File: config.mk
export PLATFORM = sky130hd
export DESIGN_NAME = rtc_cntr_ctrl
export DESIGN_NICKNAME = d
export VERILOG_FILES = /design/src/verilog/rtc_pkg.sv /design/src/verilog/rtc_pend_cell.sv /design/src/verilog/rtc_cntr_ctrl.sv
export SDC_FILE = /design/constraint.sdc
export NUM_CORES = 1
export LEC_CHECK = 0
export BUFFER_PORTS_ARGS = -buffer_cell sky130_fd_sc_hd__buf_2
export CAP_MARGIN = 25
export CORE_ASPECT_RATIO = 0.5
export CORE_MARGIN = 8
export CORE_UTILIZATION = 25
export DETAILED_ROUTE_END_ITERATION = 10
export GPL_TIMING_DRIVEN = 1
export PLACE_DENSITY = 0.49
export SETUP_SLACK_MARGIN = 0.1
export SLEW_MARGIN = 20
export SYNTH_ARGS = -nofsm -noshare
export SYNTH_HDL_FRONTEND = slang
export SYNTH_SLANG_ARGS = --single-unit
File: constraint.sdc
create_clock -name clk -period 34.2 [get_ports clk]
set_input_delay 6.84 -clock clk [delete_from_list [all_inputs] [get_ports clk]]
set_output_delay 6.84 -clock clk [all_outputs]
set_load 0.01 [all_outputs]
File: src/verilog/rtc_pkg.sv
// Constants and types for the slow-counter control and status block.
// Assumes a 100 MHz bus clock and a 32.768 kHz slow source on pins.
package rtc_pkg;

   // ------------------------------------------------------------
   // Register byte offsets
   // ------------------------------------------------------------
   localparam logic [7:0] OFF_CTRL = 8'h00;
   localparam logic [7:0] OFF_YEAR_LOAD = 8'h04;
   localparam logic [7:0] OFF_YEAR_MATCH0 = 8'h08;
   localparam logic [7:0] OFF_YEAR_MATCH1 = 8'h0C;
   localparam logic [7:0] OFF_YEAR_MATCH2 = 8'h10;
   localparam logic [7:0] OFF_YEAR_TRIM = 8'h14;

   // ------------------------------------------------------------
   // Control register fields
   // ------------------------------------------------------------
   localparam int BIT_OSC_BYPASS = 14;
   localparam int BIT_RT_TRIM_BYPASS = 12;
   localparam int BIT_YEAR_TRIM_BYPASS = 10;
   localparam int BIT_OSC_ENABLE = 8;
   localparam int BIT_CTRL_WRITE_PENDING = 7;
   localparam int BIT_OSC_RUNNING = 5;
   localparam int BIT_YEAR_TRIM_WRITE_PENDING = 4;
   localparam int BIT_YEAR_MATCH2_WRITE_PENDING = 3;
   localparam int BIT_YEAR_MATCH1_WRITE_PENDING = 2;
   localparam int BIT_YEAR_MATCH0_WRITE_PENDING = 1;
   localparam int BIT_YEAR_LOAD_WRITE_PENDING = 0;

   // ------------------------------------------------------------
   // Pending slots: 0 load, 1..3 match0..2, 4 trim, 5 control
   // ------------------------------------------------------------
   localparam int NUM_DATA = 5;
   localparam int NUM_SLOTS = 6;
   localparam int SLOT_CTRL = 5;

   // ------------------------------------------------------------
   // Reset values and timing
   // ------------------------------------------------------------
   localparam logic [31:0] RESET_DATA = 32'h0000_0000;
   localparam logic OSC_RUNNING_RESET = 1'b0;
   localparam int CLK_PERIOD_NS = 10;
   localparam int OSC_LOSS_NS = 61036;
   localparam int OSC_LOSS_CYCLES =
      (OSC_LOSS_NS + CLK_PERIOD_NS - 1) / CLK_PERIOD_NS;
   localparam int EDGES_FOR_RUNNING = 2;

   typedef struct packed {
      logic osc_bypass;
      logic rt_trim_bypass;
      logic year_trim_bypass;
      logic osc_enable;
   } rtc_ctrl_t;

   localparam rtc_ctrl_t CTRL_RESET = 4'h0;

endpackage

File: src/verilog/rtc_pend_cell.sv
// One write-pending flag that tracks a value crossing to the slow side.
// Assumes slow_edge is a one-cycle pulse per slow-clock rising edge.
`timescale 1ns/1ps
module rtc_pend_cell
(
   // Clock and reset
   input wire logic clk,
   input wire logic reset,
   // Events
   input wire logic set_req,
   input wire logic slow_edge,
   // Status
   output logic pending,
   output logic commit
);

   // A new write in the same cycle as the slow edge keeps the flag set.
   always_ff @(posedge clk or posedge reset)
   begin
      if (reset)
         pending <= 1'b0;
      else if (set_req)
         pending <= 1'b1;
      else if (slow_edge)
         pending <= 1'b0;
   end

   assign commit = pending & slow_edge & ~set_req;

endmodule

File: src/verilog/rtc_cntr_ctrl.sv
// APB control and status for the real-time and time-of-year counters.
// Assumes slow pins are synchronous to clk and trim ticks come from outside.
//
// Decided for this implementation: the address map and register access over APB.
`timescale 1ns/1ps

// Functional notes
// - Real-time trim bypass set: count raw slow edges, else trimmed ticks.
// - Year trim bypass set: count raw slow edges, else trimmed ticks.
// - Oscillator enable gates the slow clock into both counters.
// - Running flag reads one after two enabled slow edges, each within two slow periods of the one before.
// - Bits 4..0 flag pending writes to trim, matches and load.
// - Bit 7 flags a pending write to the control register.
// - Oscillator bypass set: counters run from general-purpose pin 8.
module rtc_cntr_ctrl
   import rtc_pkg::*;
#(
   parameter int LOSS_CYCLES = OSC_LOSS_CYCLES
)
(
   // Clock and reset
   input wire logic clk,
   input wire logic reset,
   // APB slave
   input wire logic psel,
   input wire logic penable,
   input wire logic pwrite,
   input wire logic [7:0] paddr,
   input wire logic [31:0] pwdata,
   output logic [31:0] prdata,
   output logic pready,
   output logic pslverr,
   // Slow clock sources
   input wire logic slow_xtal_in,
   output logic slow_xtal_out,
   input wire logic gpio8_in,
   // Trim tick inputs
   input wire logic rt_trim_tick,
   input wire logic year_trim_tick,
   // Counter side
   output logic rt_count_tick,
   output logic year_count_tick,
   output rtc_ctrl_t ctrl_active,
   output logic [NUM_DATA-1:0][31:0] year_regs,
   output logic year_load_pulse
);

   // ------------------------------------------------------------
   // Bus decode
   // ------------------------------------------------------------
   logic access;
   logic setup;
   logic mapped;
   logic is_ctrl;
   logic [2:0] data_idx;
   logic [NUM_SLOTS-1:0] wr_slot;

   assign access = psel & penable;
   assign setup = psel & ~penable;
   assign is_ctrl = (paddr == OFF_CTRL);
   assign mapped = (paddr[1:0] == 2'b00) && (paddr <= OFF_YEAR_TRIM);
   assign data_idx = 3'(paddr[4:2] - 3'h1);
   // No wait states: every access completes in its first access cycle.
   assign pready = 1'b1;
   assign pslverr = access & ~mapped;

   // ------------------------------------------------------------
   // Shadow registers written on the bus side
   // ------------------------------------------------------------
   rtc_ctrl_t ctrl_shadow;
   logic [NUM_DATA-1:0][31:0] data_shadow;

   always_ff @(posedge clk or posedge reset)
   begin
      if (reset)
         ctrl_shadow <= CTRL_RESET;
      else if (wr_slot[SLOT_CTRL])
      begin
         ctrl_shadow.osc_bypass <= pwdata[BIT_OSC_BYPASS];
         ctrl_shadow.rt_trim_bypass <= pwdata[BIT_RT_TRIM_BYPASS];
         ctrl_shadow.year_trim_bypass <= pwdata[BIT_YEAR_TRIM_BYPASS];
         ctrl_shadow.osc_enable <= pwdata[BIT_OSC_ENABLE];
      end
   end

   // ------------------------------------------------------------
   // Slow clock edge on the selected source
   // ------------------------------------------------------------
   logic slow_src;
   logic slow_prev;
   logic slow_edge;
   logic gated_edge;

   assign slow_src = ctrl_active.osc_bypass ? gpio8_in : slow_xtal_in;
   assign slow_edge = slow_src & ~slow_prev;
   assign gated_edge = slow_edge & ctrl_active.osc_enable;

   always_ff @(posedge clk or posedge reset)
   begin
      if (reset)
         slow_prev <= 1'b0;
      else
         slow_prev <= slow_src;
   end

   // Feedback for the crystal is held quiet while the oscillator is off.
   always_ff @(posedge clk or posedge reset)
   begin
      if (reset)
         slow_xtal_out <= 1'b0;
      else
         slow_xtal_out <= ctrl_active.osc_enable & ~slow_xtal_in;
   end

   // ------------------------------------------------------------
   // Write-pending flags, one per slow-side register
   // ------------------------------------------------------------
   logic [NUM_SLOTS-1:0] pend;
   logic [NUM_SLOTS-1:0] commit;

   // Commits ride on the ungated edge so a disable can itself land.
   genvar gi;
   generate
      for (gi = 0; gi < NUM_SLOTS; gi++)
      begin : g_slot
         if (gi == SLOT_CTRL)
         begin : g_ctrl
            assign wr_slot[gi] = access & pwrite & is_ctrl;
         end
         else
         begin : g_data
            assign wr_slot[gi] = access & pwrite & mapped & ~is_ctrl &
               (data_idx == 3'(gi));
            always_ff @(posedge clk or posedge reset)
            begin
               if (reset)
                  data_shadow[gi] <= RESET_DATA;
               else if (wr_slot[gi])
                  data_shadow[gi] <= pwdata;
            end
            always_ff @(posedge clk or posedge reset)
            begin
               if (reset)
                  year_regs[gi] <= RESET_DATA;
               else if (commit[gi])
                  year_regs[gi] <= data_shadow[gi];
            end
         end
         rtc_pend_cell u_pend
         (
            .clk(clk),
            .reset(reset),
            .set_req(wr_slot[gi]),
            .slow_edge(slow_edge),
            .pending(pend[gi]),
            .commit(commit[gi])
         );
      end
   endgenerate

   always_ff @(posedge clk or posedge reset)
   begin
      if (reset)
         ctrl_active <= CTRL_RESET;
      else if (commit[SLOT_CTRL])
         ctrl_active <= ctrl_shadow;
   end

   always_ff @(posedge clk or posedge reset)
   begin
      if (reset)
         year_load_pulse <= 1'b0;
      else
         year_load_pulse <= commit[0];
   end

   // ------------------------------------------------------------
   // Oscillator running detector
   // ------------------------------------------------------------
   logic [15:0] since_edge;
   logic [1:0] edge_count;
   logic osc_running;

   always_ff @(posedge clk or posedge reset)
   begin
      if (reset)
         since_edge <= 16'h0000;
      else if (gated_edge)
         since_edge <= 16'h0000;
      else if (since_edge < 16'(LOSS_CYCLES))
         since_edge <= since_edge + 16'h0001;
   end

   // A gap longer than two slow periods means the clock has stopped.
   always_ff @(posedge clk or posedge reset)
   begin
      if (reset)
         edge_count <= 2'b00;
      else if (~ctrl_active.osc_enable || since_edge >= 16'(LOSS_CYCLES))
         edge_count <= 2'b00;
      else if (gated_edge && edge_count < 2'(EDGES_FOR_RUNNING))
         edge_count <= edge_count + 2'b01;
   end

   always_ff @(posedge clk or posedge reset)
   begin
      if (reset)
         osc_running <= OSC_RUNNING_RESET;
      else
         osc_running <= (edge_count == 2'(EDGES_FOR_RUNNING));
   end

   // ------------------------------------------------------------
   // Counter ticks
   // ------------------------------------------------------------
   always_ff @(posedge clk or posedge reset)
   begin
      if (reset)
      begin
         rt_count_tick <= 1'b0;
         year_count_tick <= 1'b0;
      end
      else
      begin
         rt_count_tick <= ctrl_active.osc_enable &
            (ctrl_active.rt_trim_bypass ? slow_edge : rt_trim_tick);
         year_count_tick <= ctrl_active.osc_enable &
            (ctrl_active.year_trim_bypass ? slow_edge
                                          : year_trim_tick);
      end
   end

   // ------------------------------------------------------------
   // Read data, captured in the setup cycle
   // ------------------------------------------------------------
   logic [31:0] next_rdata;

   always_comb
   begin
      next_rdata = 32'h0000_0000;
      if (is_ctrl)
      begin
         next_rdata[BIT_OSC_BYPASS] = ctrl_shadow.osc_bypass;
         next_rdata[BIT_RT_TRIM_BYPASS] = ctrl_shadow.rt_trim_bypass;
         next_rdata[BIT_YEAR_TRIM_BYPASS] = ctrl_shadow.year_trim_bypass;
         next_rdata[BIT_OSC_ENABLE] = ctrl_shadow.osc_enable;
         next_rdata[BIT_CTRL_WRITE_PENDING] = pend[SLOT_CTRL];
         next_rdata[BIT_OSC_RUNNING] = osc_running;
         next_rdata[BIT_YEAR_TRIM_WRITE_PENDING] = pend[4];
         next_rdata[BIT_YEAR_MATCH2_WRITE_PENDING] = pend[3];
         next_rdata[BIT_YEAR_MATCH1_WRITE_PENDING] = pend[2];
         next_rdata[BIT_YEAR_MATCH0_WRITE_PENDING] = pend[1];
         next_rdata[BIT_YEAR_LOAD_WRITE_PENDING] = pend[0];
      end
      else if (mapped)
         next_rdata = data_shadow[data_idx];
   end

   always_ff @(posedge clk or posedge reset)
   begin
      if (reset)
         prdata <= 32'h0000_0000;
      else if (setup & ~pwrite)
         prdata <= next_rdata;
   end

endmodule

==> qor.json, run 1 <==
{
  "timing": {
    "setup_total_negative_slack_ps": 0,
    "final.hold.worst_slack_ps": 473,
    "final.setup.worst_slack_ps": 18180,
    "clock.fmax_mhz": 62.4,
    "timing_max_transition_violations_final": 0,
    "final_hold_vios": 0,
    "period_minus_slack_ps": 16020,
    "worst_pin_slew_ps": 1010,
    "grt_setup_unrepaired": "false",
    "relSlewSlack_pct": 32.5,
    "clock-skew-final_ps": 16.9,
    "finalCritPeriodShare_pct": 46.9,
    "setup_viol": 0
  },
  "global_route": {
    "maximum_number_of_pins_on_one_net_before_global_route_repair": 124,
    "antenna_found_initial": 4,
    "grt.total_usage_pct": 13.1,
    "global_route.overflow_total": 0,
    "via_count_of_the_first_global_routing_pass": 10800,
    "grt_pass1_wl_um": 73200
  },
  "clocking": {
    "clkTransAtPathRegs_ps": 60,
    "tritoncts": "yes",
    "cts_setup_buffers": 0,
    "cts_hold_buffers": 0,
    "ctsHtreeMaxLevel": 2,
    "cts_num_sinks": 390,
    "cts_buffer_depth": 3,
    "clock_network_latency_to_the_later_pin_of_the_worst_skew_pair_ps": 550,
    "cts-buffers-inserted": 41,
    "post_cts.resized_instances": 0,
    "clk_root_buffer_cell": "clkbuf_16"
  },
  "logic_synthesis": {
    "muxShareOfSynthArea_pct": 27.9,
    "synth_top_area_share_pct": 60.8,
    "synth_cells": 1088,
    "synth_area_mm2": 0.0161,
    "synth_adder_area_share_pct": 0.623,
    "synth.top_cells.by_count": "dfrtp_1 (390), mux2_2 (323), nand2_1 (49)",
    "synth_top_family_by_area": "multiplexers",
    "synth_nets": 1145,
    "synthesized_flop_and_latch_total": 390,
    "yosysUniqueCellTypes": 52,
    "post_synth_xor_area_fraction_pct": 0.218,
    "ys_warn_count": 0,
    "commonest_register_cell_after_synthesis": "dfrtp_1",
    "postSynthAreaPerCell_um2": 14.8,
    "synth_sequential_area_ratio_pct": 60.8,
    "post_synthesis_compound_gate_area_fraction_pct": 3.92,
    "ys_async_sr_fraction_pct": 100,
    "netlist_top_cells_area": "dfrtp_1 (61%), mux2_2 (23%), mux4_2 (4.3%)",
    "netlist.top_cell.by_area": "dfrtp_1",
    "post-synth-top-count-cell": "dfrtp_1",
    "synth_edf_count": 0,
    "synth-simple-area-share_pct": 4.87
  },
  "routing": {
    "detail_route.wl_per_cell_um": 22.2,
    "drt_iter0_drc": 596,
    "drtAntennaViolNets": 0,
    "detailroute.via_count": 10000,
    "via_cell_ratio": 4.53,
    "firstDrtPassIters": 4,
    "detail_route.drc_violations": 0,
    "detail_route.wirelength_um": 49200
  },
  "cells_and_area": {
    "n_fill_cell": 6402,
    "areaGrowthSynthToFinish_pct": 23.4,
    "post_route_cells_drive_above_1_share_pct": 51.7,
    "share_of_the_core_filled_with_cells_pct": 31.3,
    "num-nets-final": 1404
  },
  "placed_design": {
    "pre_cts_ws_ps": 18070,
    "gpl.final_weighted_congestion": 0.731,
    "port_buffers": 249,
    "dp_hpwl_um": 32100
  },
  "critical_path": {
    "crit_slowest_cell": "buf_4",
    "highest_cell_delay_on_the_worst_timing_path_ps": 670,
    "critical_path.most_common_cell": "buf_2",
    "cells_traversed_along_the_worst_timing_path": "buf_2 -> buf_4 -> inv_1 -> ha_2 -> nand2b_1 -> nor2_1 -> o311a_1 -> buf_2",
    "worstSetupStartpointType": "input pin",
    "cp-end-kind": "primary output",
    "worstReg2RegStart": "ctrl_active[3]",
    "worstRegToRegCells": 5,
    "r2r-end": "year_regs[41]",
    "sum_of_buffers_and_inverters_on_the_critical_path": 4,
    "timing.critical_path.required_ps": 27360,
    "critical_path_class": "in2out",
    "rrSetupSlack_ps": 31380,
    "critical_path_peak_fanout": 38,
    "cp.arrival_ps": 9180,
    "path_delay_family": "buffers and inverters"
  },
  "power_and_ir_drop": {
    "static-leakage-power_nw": 10.2,
    "max-vdd-ir-drop_mv": 0.0279,
    "pwr_density_cell_mw_per_mm2": 48.7
  },
  "floorplan": {
    "floorplan.die_area_mm2": 0.0731,
    "core.rowCount": 65,
    "die-width_um": 374,
    "start_util_pct": 25.4,
    "floorplan.io_pins": 251,
    "chipHeight_um": 195,
    "core_mm2": 0.0633
  },
  "status": {
    "result_of_the_run": "finished clean"
  },
  "min_path": {
    "terminating_pin_of_the_worst_hold_path": "prdata[8]",
    "hp-start": "prdata[8]",
    "hold-path-cell-count": 2,
    "hold_class": "reg2reg"
  },
  "flow_run": {
    "max-cap-violations": 0
  }
}
==> layout by cell type (no fill, tap or decap), types with 3 or more instances in the layout <==
master     Yosys  routed
a21o_1         4       4
a21oi_1       40      36
a21oi_4        0       4
a22oi_1        8       8
and2_1         6       7
and3_1        23      23
buf_2          3     249
buf_4          1      25
bufinv_16      0       4
clkbuf_1      42       5
clkbuf_16      0      41
clkbuf_8       0       9
clkinv_2       0       9
dfrtp_1      390     390
diode_2        0       4
ha_1           8       7
inv_1         10       9
mux2_1         7       7
mux2_2       323     323
mux2i_1        6       6
mux4_2        31      31
nand2_1       49      45
nand2_2        0       4
nand2b_1       3       3
nand3_1       12      12
nand3b_1       5       5
nor2_1        12      12
nor2b_1        4       4
nor3_1         3       3
nor4_1         4       3
o21ai_0       26      26
o31ai_1       14      14
or3_1          3       3
or4_1          7       7
==> per-layer routing <==
| metal | global-route usage (%) | wire length (um) | up-vias |
|---|---|---|---|
| met3 | 1.89 | 1680 | 79 |
| met5 | 0 | 0 | - |
| met1 | 15.5 | 19600 | 5300 |
| met2 | 24.4 | 26500 | 150 |
| met4 | 4.25 | 1430 | 0 |
| li1 | - | - | 4504 |
==> state kept, by name, indices dropped and copies added, names as in the netlist <==
signal / count
slow_prev: 1
rt_count_tick: 1
year_count_tick: 1
ctrl_active: 4
slow_xtal_out: 1
edge_count: 2
year_load_pulse: 1
prdata: 32
ctrl_shadow: 4
since_edge: 16
year_regs: 160
g_slot.u_pend.pending: 6
data_shadow: 160
osc_running: 1
==> layout make-up <==
| cell class | count | area, um^2 | share of cell area, % |
|---|---|---|---|
| diodes | 4 | 10.0 | 0.0505 |
| clock buffers | 55 | 1170 | 5.90 |
| clock inverters | 17 | 198 | 0.998 |
| inverters | 10 | 45.0 | 0.227 |
| multi-input cells | 628 | 6120 | 30.9 |
| flip-flops and latches | 390 | 9760 | 49.3 |
| well taps | 837 | 1050 | 5.29 |
| repair buffers | 276 | 1470 | 7.40 |
==> tightest hold or removal path, delay by kind of cell (launching register included) <==
| family | cells | cell delay, ps |
|---|---|---|
| flip-flops | 1 | 340 |
| AO/OA/AOI/OAI | 1 | 60 |
| AND/OR/NAND/NOR | 1 | 40 |
==> cells by family (layout without fill, tap and decap cells) <==
kind of cell / Yosys count / count (layout)
buffers and inverters: 70 / 358
adders and majority gates: 8 / 8
AOI/OAI and AO/OA: 104 / 104
xor gates and xnor gates: 4 / 4
other: 1 / 5
and+or+nand+nor: 144 / 144
muxes: 367 / 367
DFF: 390 / 390
==> stage by stage <==
step           cell area (um^2)  instances  power, W
2_1_floorplan             16100       1088  0.000499
3_3_place_gp              18400       2138  0.000516
3_5_place_dp              18400       2139  0.000516
4_1_cts                   19800       2211  0.000980
5_1_grt                   19800       2217   0.00100
6_report                  19800       2217  0.000965
==> where the power goes <==
part           switching [W]  internal, W
Combinational      0.0000268    0.0000112
Clock               0.000189     0.000270
Sequential        0.00000331     0.000465
Total               0.000219     0.000747
==> how the worst max path moves through the flow <==
stage / from / end / depth (start not counted)
after floorplan: reset / ctrl_active[0] / 1
after global placement: paddr[2] / pslverr / 8
after detailed placement: paddr[2] / pslverr / 8
after CTS: paddr[2] / pslverr / 8
after global routing: paddr[2] / pslverr / 8
final: paddr[2] / pslverr / 8
No activity file was read; power rests on OpenSTA's default activity.
==> run 2: changes to the inputs <==
ABC_AREA = 1   (was not set)
PLACE_DENSITY = 0.48   (was 0.49)
clock period = 15.69 ns   (was 34.2 ns; I/O delays follow)
==> qor.json, run 2 <==
{
  "cells_and_area": {
    "num-nets-final": 2263,
    "n_antenna_cell": 0,
    "share_of_the_core_filled_with_cells_pct": 30.2,
    "n_fill_cell": 7241,
    "mostFrequentLayoutCells": "nand2_1 (769), dfrtp_1 (390), nand3_1 (259), buf_2 (249), o21ai_0 (183)",
    "largestRegisters": "data_shadow x160, year_regs x160, prdata x32",
    "mostFrequentLayoutCell": "nand2_1",
    "post_route_cells_drive_above_1_share_pct": 16.7,
    "layout.cell_area.non_filler_mm2": 0.0203,
    "areaGrowthSynthToFinish_pct": 19.7
  },
  "logic_synthesis": {
    "synth_area_mm2": 0.0169,
    "synth-simple-area-share_pct": 27.9,
    "synth.top_cells.by_count": "nand2_1 (772), dfrtp_1 (390), nand3_1 (259)",
    "yosysUniqueCellTypes": 30,
    "post_synth_xor_area_fraction_pct": 0.362,
    "synth_top_area_share_pct": 57.7,
    "post_synthesis_compound_gate_area_fraction_pct": 7.66,
    "ys_async_sr_fraction_pct": 100,
    "netlist_top_cells_area": "dfrtp_1 (58%), nand2_1 (17%), nand3_1 (7.7%)",
    "commonest_register_cell_after_synthesis": "dfrtp_1",
    "synth_top_family_by_area": "simple AND/OR/NAND/NOR gates",
    "synth_sequential_area_ratio_pct": 57.7,
    "synthesized_flop_and_latch_total": 390,
    "netlist.top_cell.by_area": "dfrtp_1",
    "synth_cells": 2011,
    "ys_warn_count": 0,
    "synth_adder_area_share_pct": 0.592,
    "synth_nets": 2068,
    "muxShareOfSynthArea_pct": 0,
    "post-synth-top-count-cell": "nand2_1",
    "postSynthAreaPerCell_um2": 8.41,
    "synth_edf_count": 0
  },
  "timing": {
    "final.setup.worst_slack_ps": 7500,
    "final_hold_vios": 0,
    "clock-skew-final_ps": 20.7,
    "clock.fmax_mhz": 122,
    "grt_setup_unrepaired": "false",
    "relSlewSlack_pct": 31.9,
    "period_minus_slack_ps": 8190,
    "finalCritPeriodShare_pct": 52.2,
    "setup_viol": 0,
    "timing_max_transition_violations_final": 0,
    "worst_pin_slew_ps": 1020,
    "setup_total_negative_slack_ps": 0
  },
  "routing": {
    "drtAntennaViolNets": 0,
    "detail_route.drc_violations": 0,
    "detailroute.via_count": 13900,
    "drt_iter0_drc": 855,
    "detail_route.wl_per_cell_um": 17.8,
    "via_cell_ratio": 4.45,
    "detail_route.wirelength_um": 55800,
    "firstDrtPassIters": 5
  },
  "floorplan": {
    "chipHeight_um": 200,
    "start_util_pct": 25.3,
    "floorplan.io_pins": 251,
    "core_mm2": 0.0670,
    "die-width_um": 384,
    "core.rowCount": 67,
    "floorplan.die_area_mm2": 0.0768
  },
  "global_route": {
    "maximum_number_of_pins_on_one_net_before_global_route_repair": 118,
    "via_count_of_the_first_global_routing_pass": 13800,
    "grt.total_usage_pct": 14.1,
    "antenna_found_initial": 0,
    "global_route.overflow_total": 0,
    "grt_pass1_wl_um": 84500
  },
  "critical_path": {
    "timing.critical_path.required_ps": 12550,
    "cp-end-kind": "primary output",
    "worstSetupStartpointType": "input pin",
    "critical_path_peak_fanout": 72,
    "critical_path_class": "in2out",
    "cp.arrival_ps": 5050
  },
  "clocking": {
    "clk_root_buffer_cell": "clkbuf_16",
    "cts_setup_buffers": 0,
    "clkTransAtPathRegs_ps": 60,
    "post_cts.resized_instances": 0,
    "cts_hold_buffers": 0,
    "cts_buffer_depth": 3,
    "cts_num_sinks": 390,
    "clock_network_latency_to_the_later_pin_of_the_worst_skew_pair_ps": 550,
    "tritoncts": "yes",
    "ctsHtreeMaxLevel": 2,
    "cts-buffers-inserted": 41
  },
  "status": {
    "result_of_the_run": "finished clean"
  },
  "power_and_ir_drop": {
    "static-leakage-power_nw": 10.7,
    "pwr_density_cell_mw_per_mm2": 107,
    "max-vdd-ir-drop_mv": 0.0523,
    "power_w": 0.00218
  },
  "placed_design": {
    "dp_hpwl_um": 38700,
    "gpl.final_weighted_congestion": 0.770,
    "port_buffers": 249,
    "pre_cts_ws_ps": 7500,
    "detailed_place.area_mm2": 0.0189
  },
  "flow_run": {
    "max-cap-violations": 0
  },
  "min_path": {
    "hold_class": "reg2reg"
  }
}
run 2: cell count changes in the layout (fill, tap and decap cells not counted), moves of 51 or more:
| cell | before | now |
|---|---|---|
| inv_1 | 9 | 94 |
| nand2_1 | 45 | 769 |
| o21ai_0 | 26 | 183 |
| mux2_2 | 323 | 0 |
| nor2_1 | 12 | 63 |
| nand3_1 | 12 | 259 |
run 2: report_power, final:
part | switching [W] | leakage, nW | total (W) | internal, W
combinational | 0.000115 | 4.67 | 0.000166 | 0.0000516
clock | 0.000407 | 0.630 | 0.000954 | 0.000547
sequential | 0.0000253 | 5.40 | 0.00106 | 0.00103
total | 0.000547 | 10.7 | 0.00218 | 0.00163
run 2: final cells by class:
cell class                 instances  area [um^2]  area share [%]
inverter                         100          383            1.89
multi-input combinational       1399         6220            30.7
tap                              897         1120            5.54
clock buffer                      61         1210            5.98
clock inverter                     6         62.6           0.309
timing repair buffer             274         1500            7.39
sequential                       390         9760            48.2
run 2: critical path: stages:
cell and delay, ps:
buf_2 70, buf_4 670, inv_2 70, ha_1 280, inv_2 90, nand2_4 70
nor2_2 190, nor2_4 130, nor3_1 160, buf_2 160
run 2: cells by family (layout without fill, tap and decap cells):
| logic type | after synthesis | after routing |
|---|---|---|
| other | 1 | 1 |
| buffers and inverters | 222 | 441 |
| AO/OA/AOI/OAI | 256 | 256 |
| flip-flops | 390 | 390 |
| XOR/XNOR | 7 | 7 |
| adder cells (fa/ha/maj) | 8 | 8 |
| AND/OR/NAND/NOR | 1127 | 1127 |
run 2: per-stage QoR:
step / cells / hold slack, ps
2_1_floorplan: 2011 / 468
3_3_place_gp: 3057 / 452
3_5_place_dp: 3058 / 453
4_1_cts: 3125 / 468
5_1_grt: 3127 / 480
6_report: 3127 / 462
run 2: worst paths after layout:
| check | from | endpoint | slack (ps) | cells past startpoint |
|---|---|---|---|---|
| hold reg to reg | year_regs[91] | year_regs[91] | 460 | 2 |
| max in group asynchronous | reset | data_shadow[24] | 10810 | 4 |
| setup reg to reg | ctrl_active[3] | year_regs[101] | 13000 | 8 |
| setup / recovery | paddr[2] | pslverr | 7500 | 10 |
| hold / removal | year_regs[91] | year_regs[91] | 460 | 2 |
| min in group asynchronous | reset | since_edge[9] | 2740 | 2 |
run 2: layer usage:
| layer | global-route usage, % | wire (um) |
|---|---|---|
| met2 | 28.4 | 31700 |
| met1 | 15.3 | 21000 |
| met4 | 3.37 | 1190 |
| met3 | 2.39 | 1870 |
| met5 | 0 | 0 |
==> run 3: changes to the inputs <==
PLACE_DENSITY = 0.5   (was 0.48)
clock period = 7.1 ns   (was 15.69 ns; I/O delays follow)
==> qor.json, run 3 (synthesis results as in run 2) <==
{
  "timing": {
    "finalCritPeriodShare_pct": 64.3,
    "grt_setup_unrepaired": "false",
    "final.setup.worst_slack_ps": 2540,
    "final_hold_vios": 0,
    "setup_total_negative_slack_ps": 0,
    "clock.fmax_mhz": 219,
    "relSlewSlack_pct": 33.5,
    "period_minus_slack_ps": 4560,
    "worst_pin_slew_ps": 998,
    "clock-skew-final_ps": 25.0,
    "setup_viol": 0,
    "timing_max_transition_violations_final": 0
  },
  "critical_path": {
    "critical_path_class": "in2out",
    "worstReg2RegStart": "ctrl_active[3]",
    "rrSetupSlack_ps": 4560,
    "worstSetupStartpointType": "input pin",
    "cp.arrival_ps": 3140,
    "cp-end-kind": "primary output",
    "r2r-end": "year_regs[64]",
    "timing.critical_path.required_ps": 5680,
    "critical_path_peak_fanout": 71,
    "worstRegToRegCells": 9
  },
  "floorplan": {
    "floorplan.io_pins": 251,
    "chipHeight_um": 200,
    "floorplan.die_area_mm2": 0.0768,
    "die-width_um": 384,
    "core.rowCount": 67,
    "core_mm2": 0.0670,
    "start_util_pct": 25.3
  },
  "power_and_ir_drop": {
    "static-leakage-power_nw": 10.7,
    "pwr_density_cell_mw_per_mm2": 239,
    "max-vdd-ir-drop_mv": 0.138,
    "power_w": 0.00486
  },
  "routing": {
    "firstDrtPassIters": 5,
    "detail_route.wl_per_cell_um": 17.8,
    "detail_route.wirelength_um": 55800,
    "drt_iter0_drc": 929,
    "drtAntennaViolNets": 0,
    "detailroute.via_count": 13900,
    "detail_route.drc_violations": 0,
    "via_cell_ratio": 4.45
  },
  "placed_design": {
    "dp_hpwl_um": 39300,
    "port_buffers": 249,
    "gpl.final_weighted_congestion": 0.782,
    "pre_cts_ws_ps": 2330
  },
  "cells_and_area": {
    "n_antenna_cell": 0,
    "n_fill_cell": 7173,
    "post_route_cells_drive_above_1_share_pct": 16.9,
    "mostFrequentLayoutCell": "nand2_1",
    "mostFrequentLayoutCells": "nand2_1 (772), dfrtp_1 (390), nand3_1 (258), buf_2 (249), o21ai_0 (183)",
    "largestRegisters": "data_shadow x160, year_regs x160, prdata x32",
    "areaGrowthSynthToFinish_pct": 20.0,
    "num-nets-final": 2264
  },
  "min_path": {
    "hp-start": "year_regs[32]",
    "hold_class": "reg2reg",
    "hold-path-cell-count": 2,
    "terminating_pin_of_the_worst_hold_path": "year_regs[32]"
  },
  "clocking": {
    "cts_setup_buffers": 0,
    "clk_root_buffer_cell": "clkbuf_16",
    "clkTransAtPathRegs_ps": 60,
    "tritoncts": "yes",
    "cts-buffers-inserted": 41,
    "cts_hold_buffers": 0,
    "clock_network_latency_to_the_later_pin_of_the_worst_skew_pair_ps": 550,
    "post_cts.resized_instances": 0,
    "cts_num_sinks": 390,
    "cts_buffer_depth": 3,
    "ctsHtreeMaxLevel": 2
  },
  "global_route": {
    "maximum_number_of_pins_on_one_net_before_global_route_repair": 169,
    "grt.total_usage_pct": 14.1,
    "via_count_of_the_first_global_routing_pass": 14100,
    "grt_pass1_wl_um": 85400,
    "global_route.overflow_total": 0,
    "antenna_found_initial": 0
  },
  "flow_run": {
    "max-cap-violations": 0
  },
  "status": {
    "result_of_the_run": "finished clean"
  }
}
-- run 3: cell types whose count changed in the layout (fill, tap and decap cells not counted), sizes merged --
cell      before  now
clkinv         3    6
clkbuf        61   63
inv          102  100
buf          274  275
clkinvlp       0    1
-- run 3: worst max-delay path, cell delays in order --
cell    delay (ps)
buf_2           90
buf_4          650
ha_1           300
nor2_2          80
nor2_4         300
nor3_1         130
buf_2          160
-- run 3: per-layer routing --
| layer | part of all wire [%] | track usage (%) |
|---|---|---|
| met1 | 39 | 15.7 |
| met2 | 56 | 27.8 |
| met3 | 2.7 | 2.11 |
| met4 | 2.9 | 4.46 |
| met5 | 0 | 0 |
-- run 3: cell type report --
cell class	instances	area, um^2	share of cell area [%]
Sequential cell	390	9760	48.1
Multi-Input combinational cell	1399	6220	30.6
Timing Repair Buffer	275	1490	7.36
Clock buffer	63	1250	6.16
Tap cell	897	1120	5.53
Inverter	100	379	1.87
Clock inverter	8	80.1	0.394
-- run 3: metrics by stage --
| stage | std cells | hold WS (ps) | utilization, % | area, um^2 |
|---|---|---|---|---|
| 6_report | 3132 | 466 | 30.3 | 20300 |
| 5_1_grt | 3132 | 480 | 30.3 | 20300 |
| 4_1_cts | 3131 | 469 | 30.3 | 20300 |
| 3_5_place_dp | 3060 | 454 | 28.3 | 19000 |
| 3_3_place_gp | 3059 | 449 | 28.3 | 18900 |
| 2_1_floorplan | 2011 | 468 | - | 16900 |
-- run 3: power breakdown --
part           total [W]  switching [W]  internal (W)
clock            0.00216       0.000908       0.00125
combinational   0.000372       0.000259      0.000113
sequential       0.00233      0.0000556       0.00228
total            0.00486        0.00122       0.00364
-- run 3: worst max path at each step --
stage,from,end,slack [ps],cells after the start
6_report,paddr[2],pslverr,2540,7
5_1_grt,paddr[2],pslverr,2380,7
4_1_cts,paddr[2],pslverr,2490,7
3_5_place_dp,paddr[2],year_regs[9],2330,11
3_3_place_gp,paddr[2],year_regs[8],2400,11
2_1_floorplan,reset,ctrl_active[0],430,1
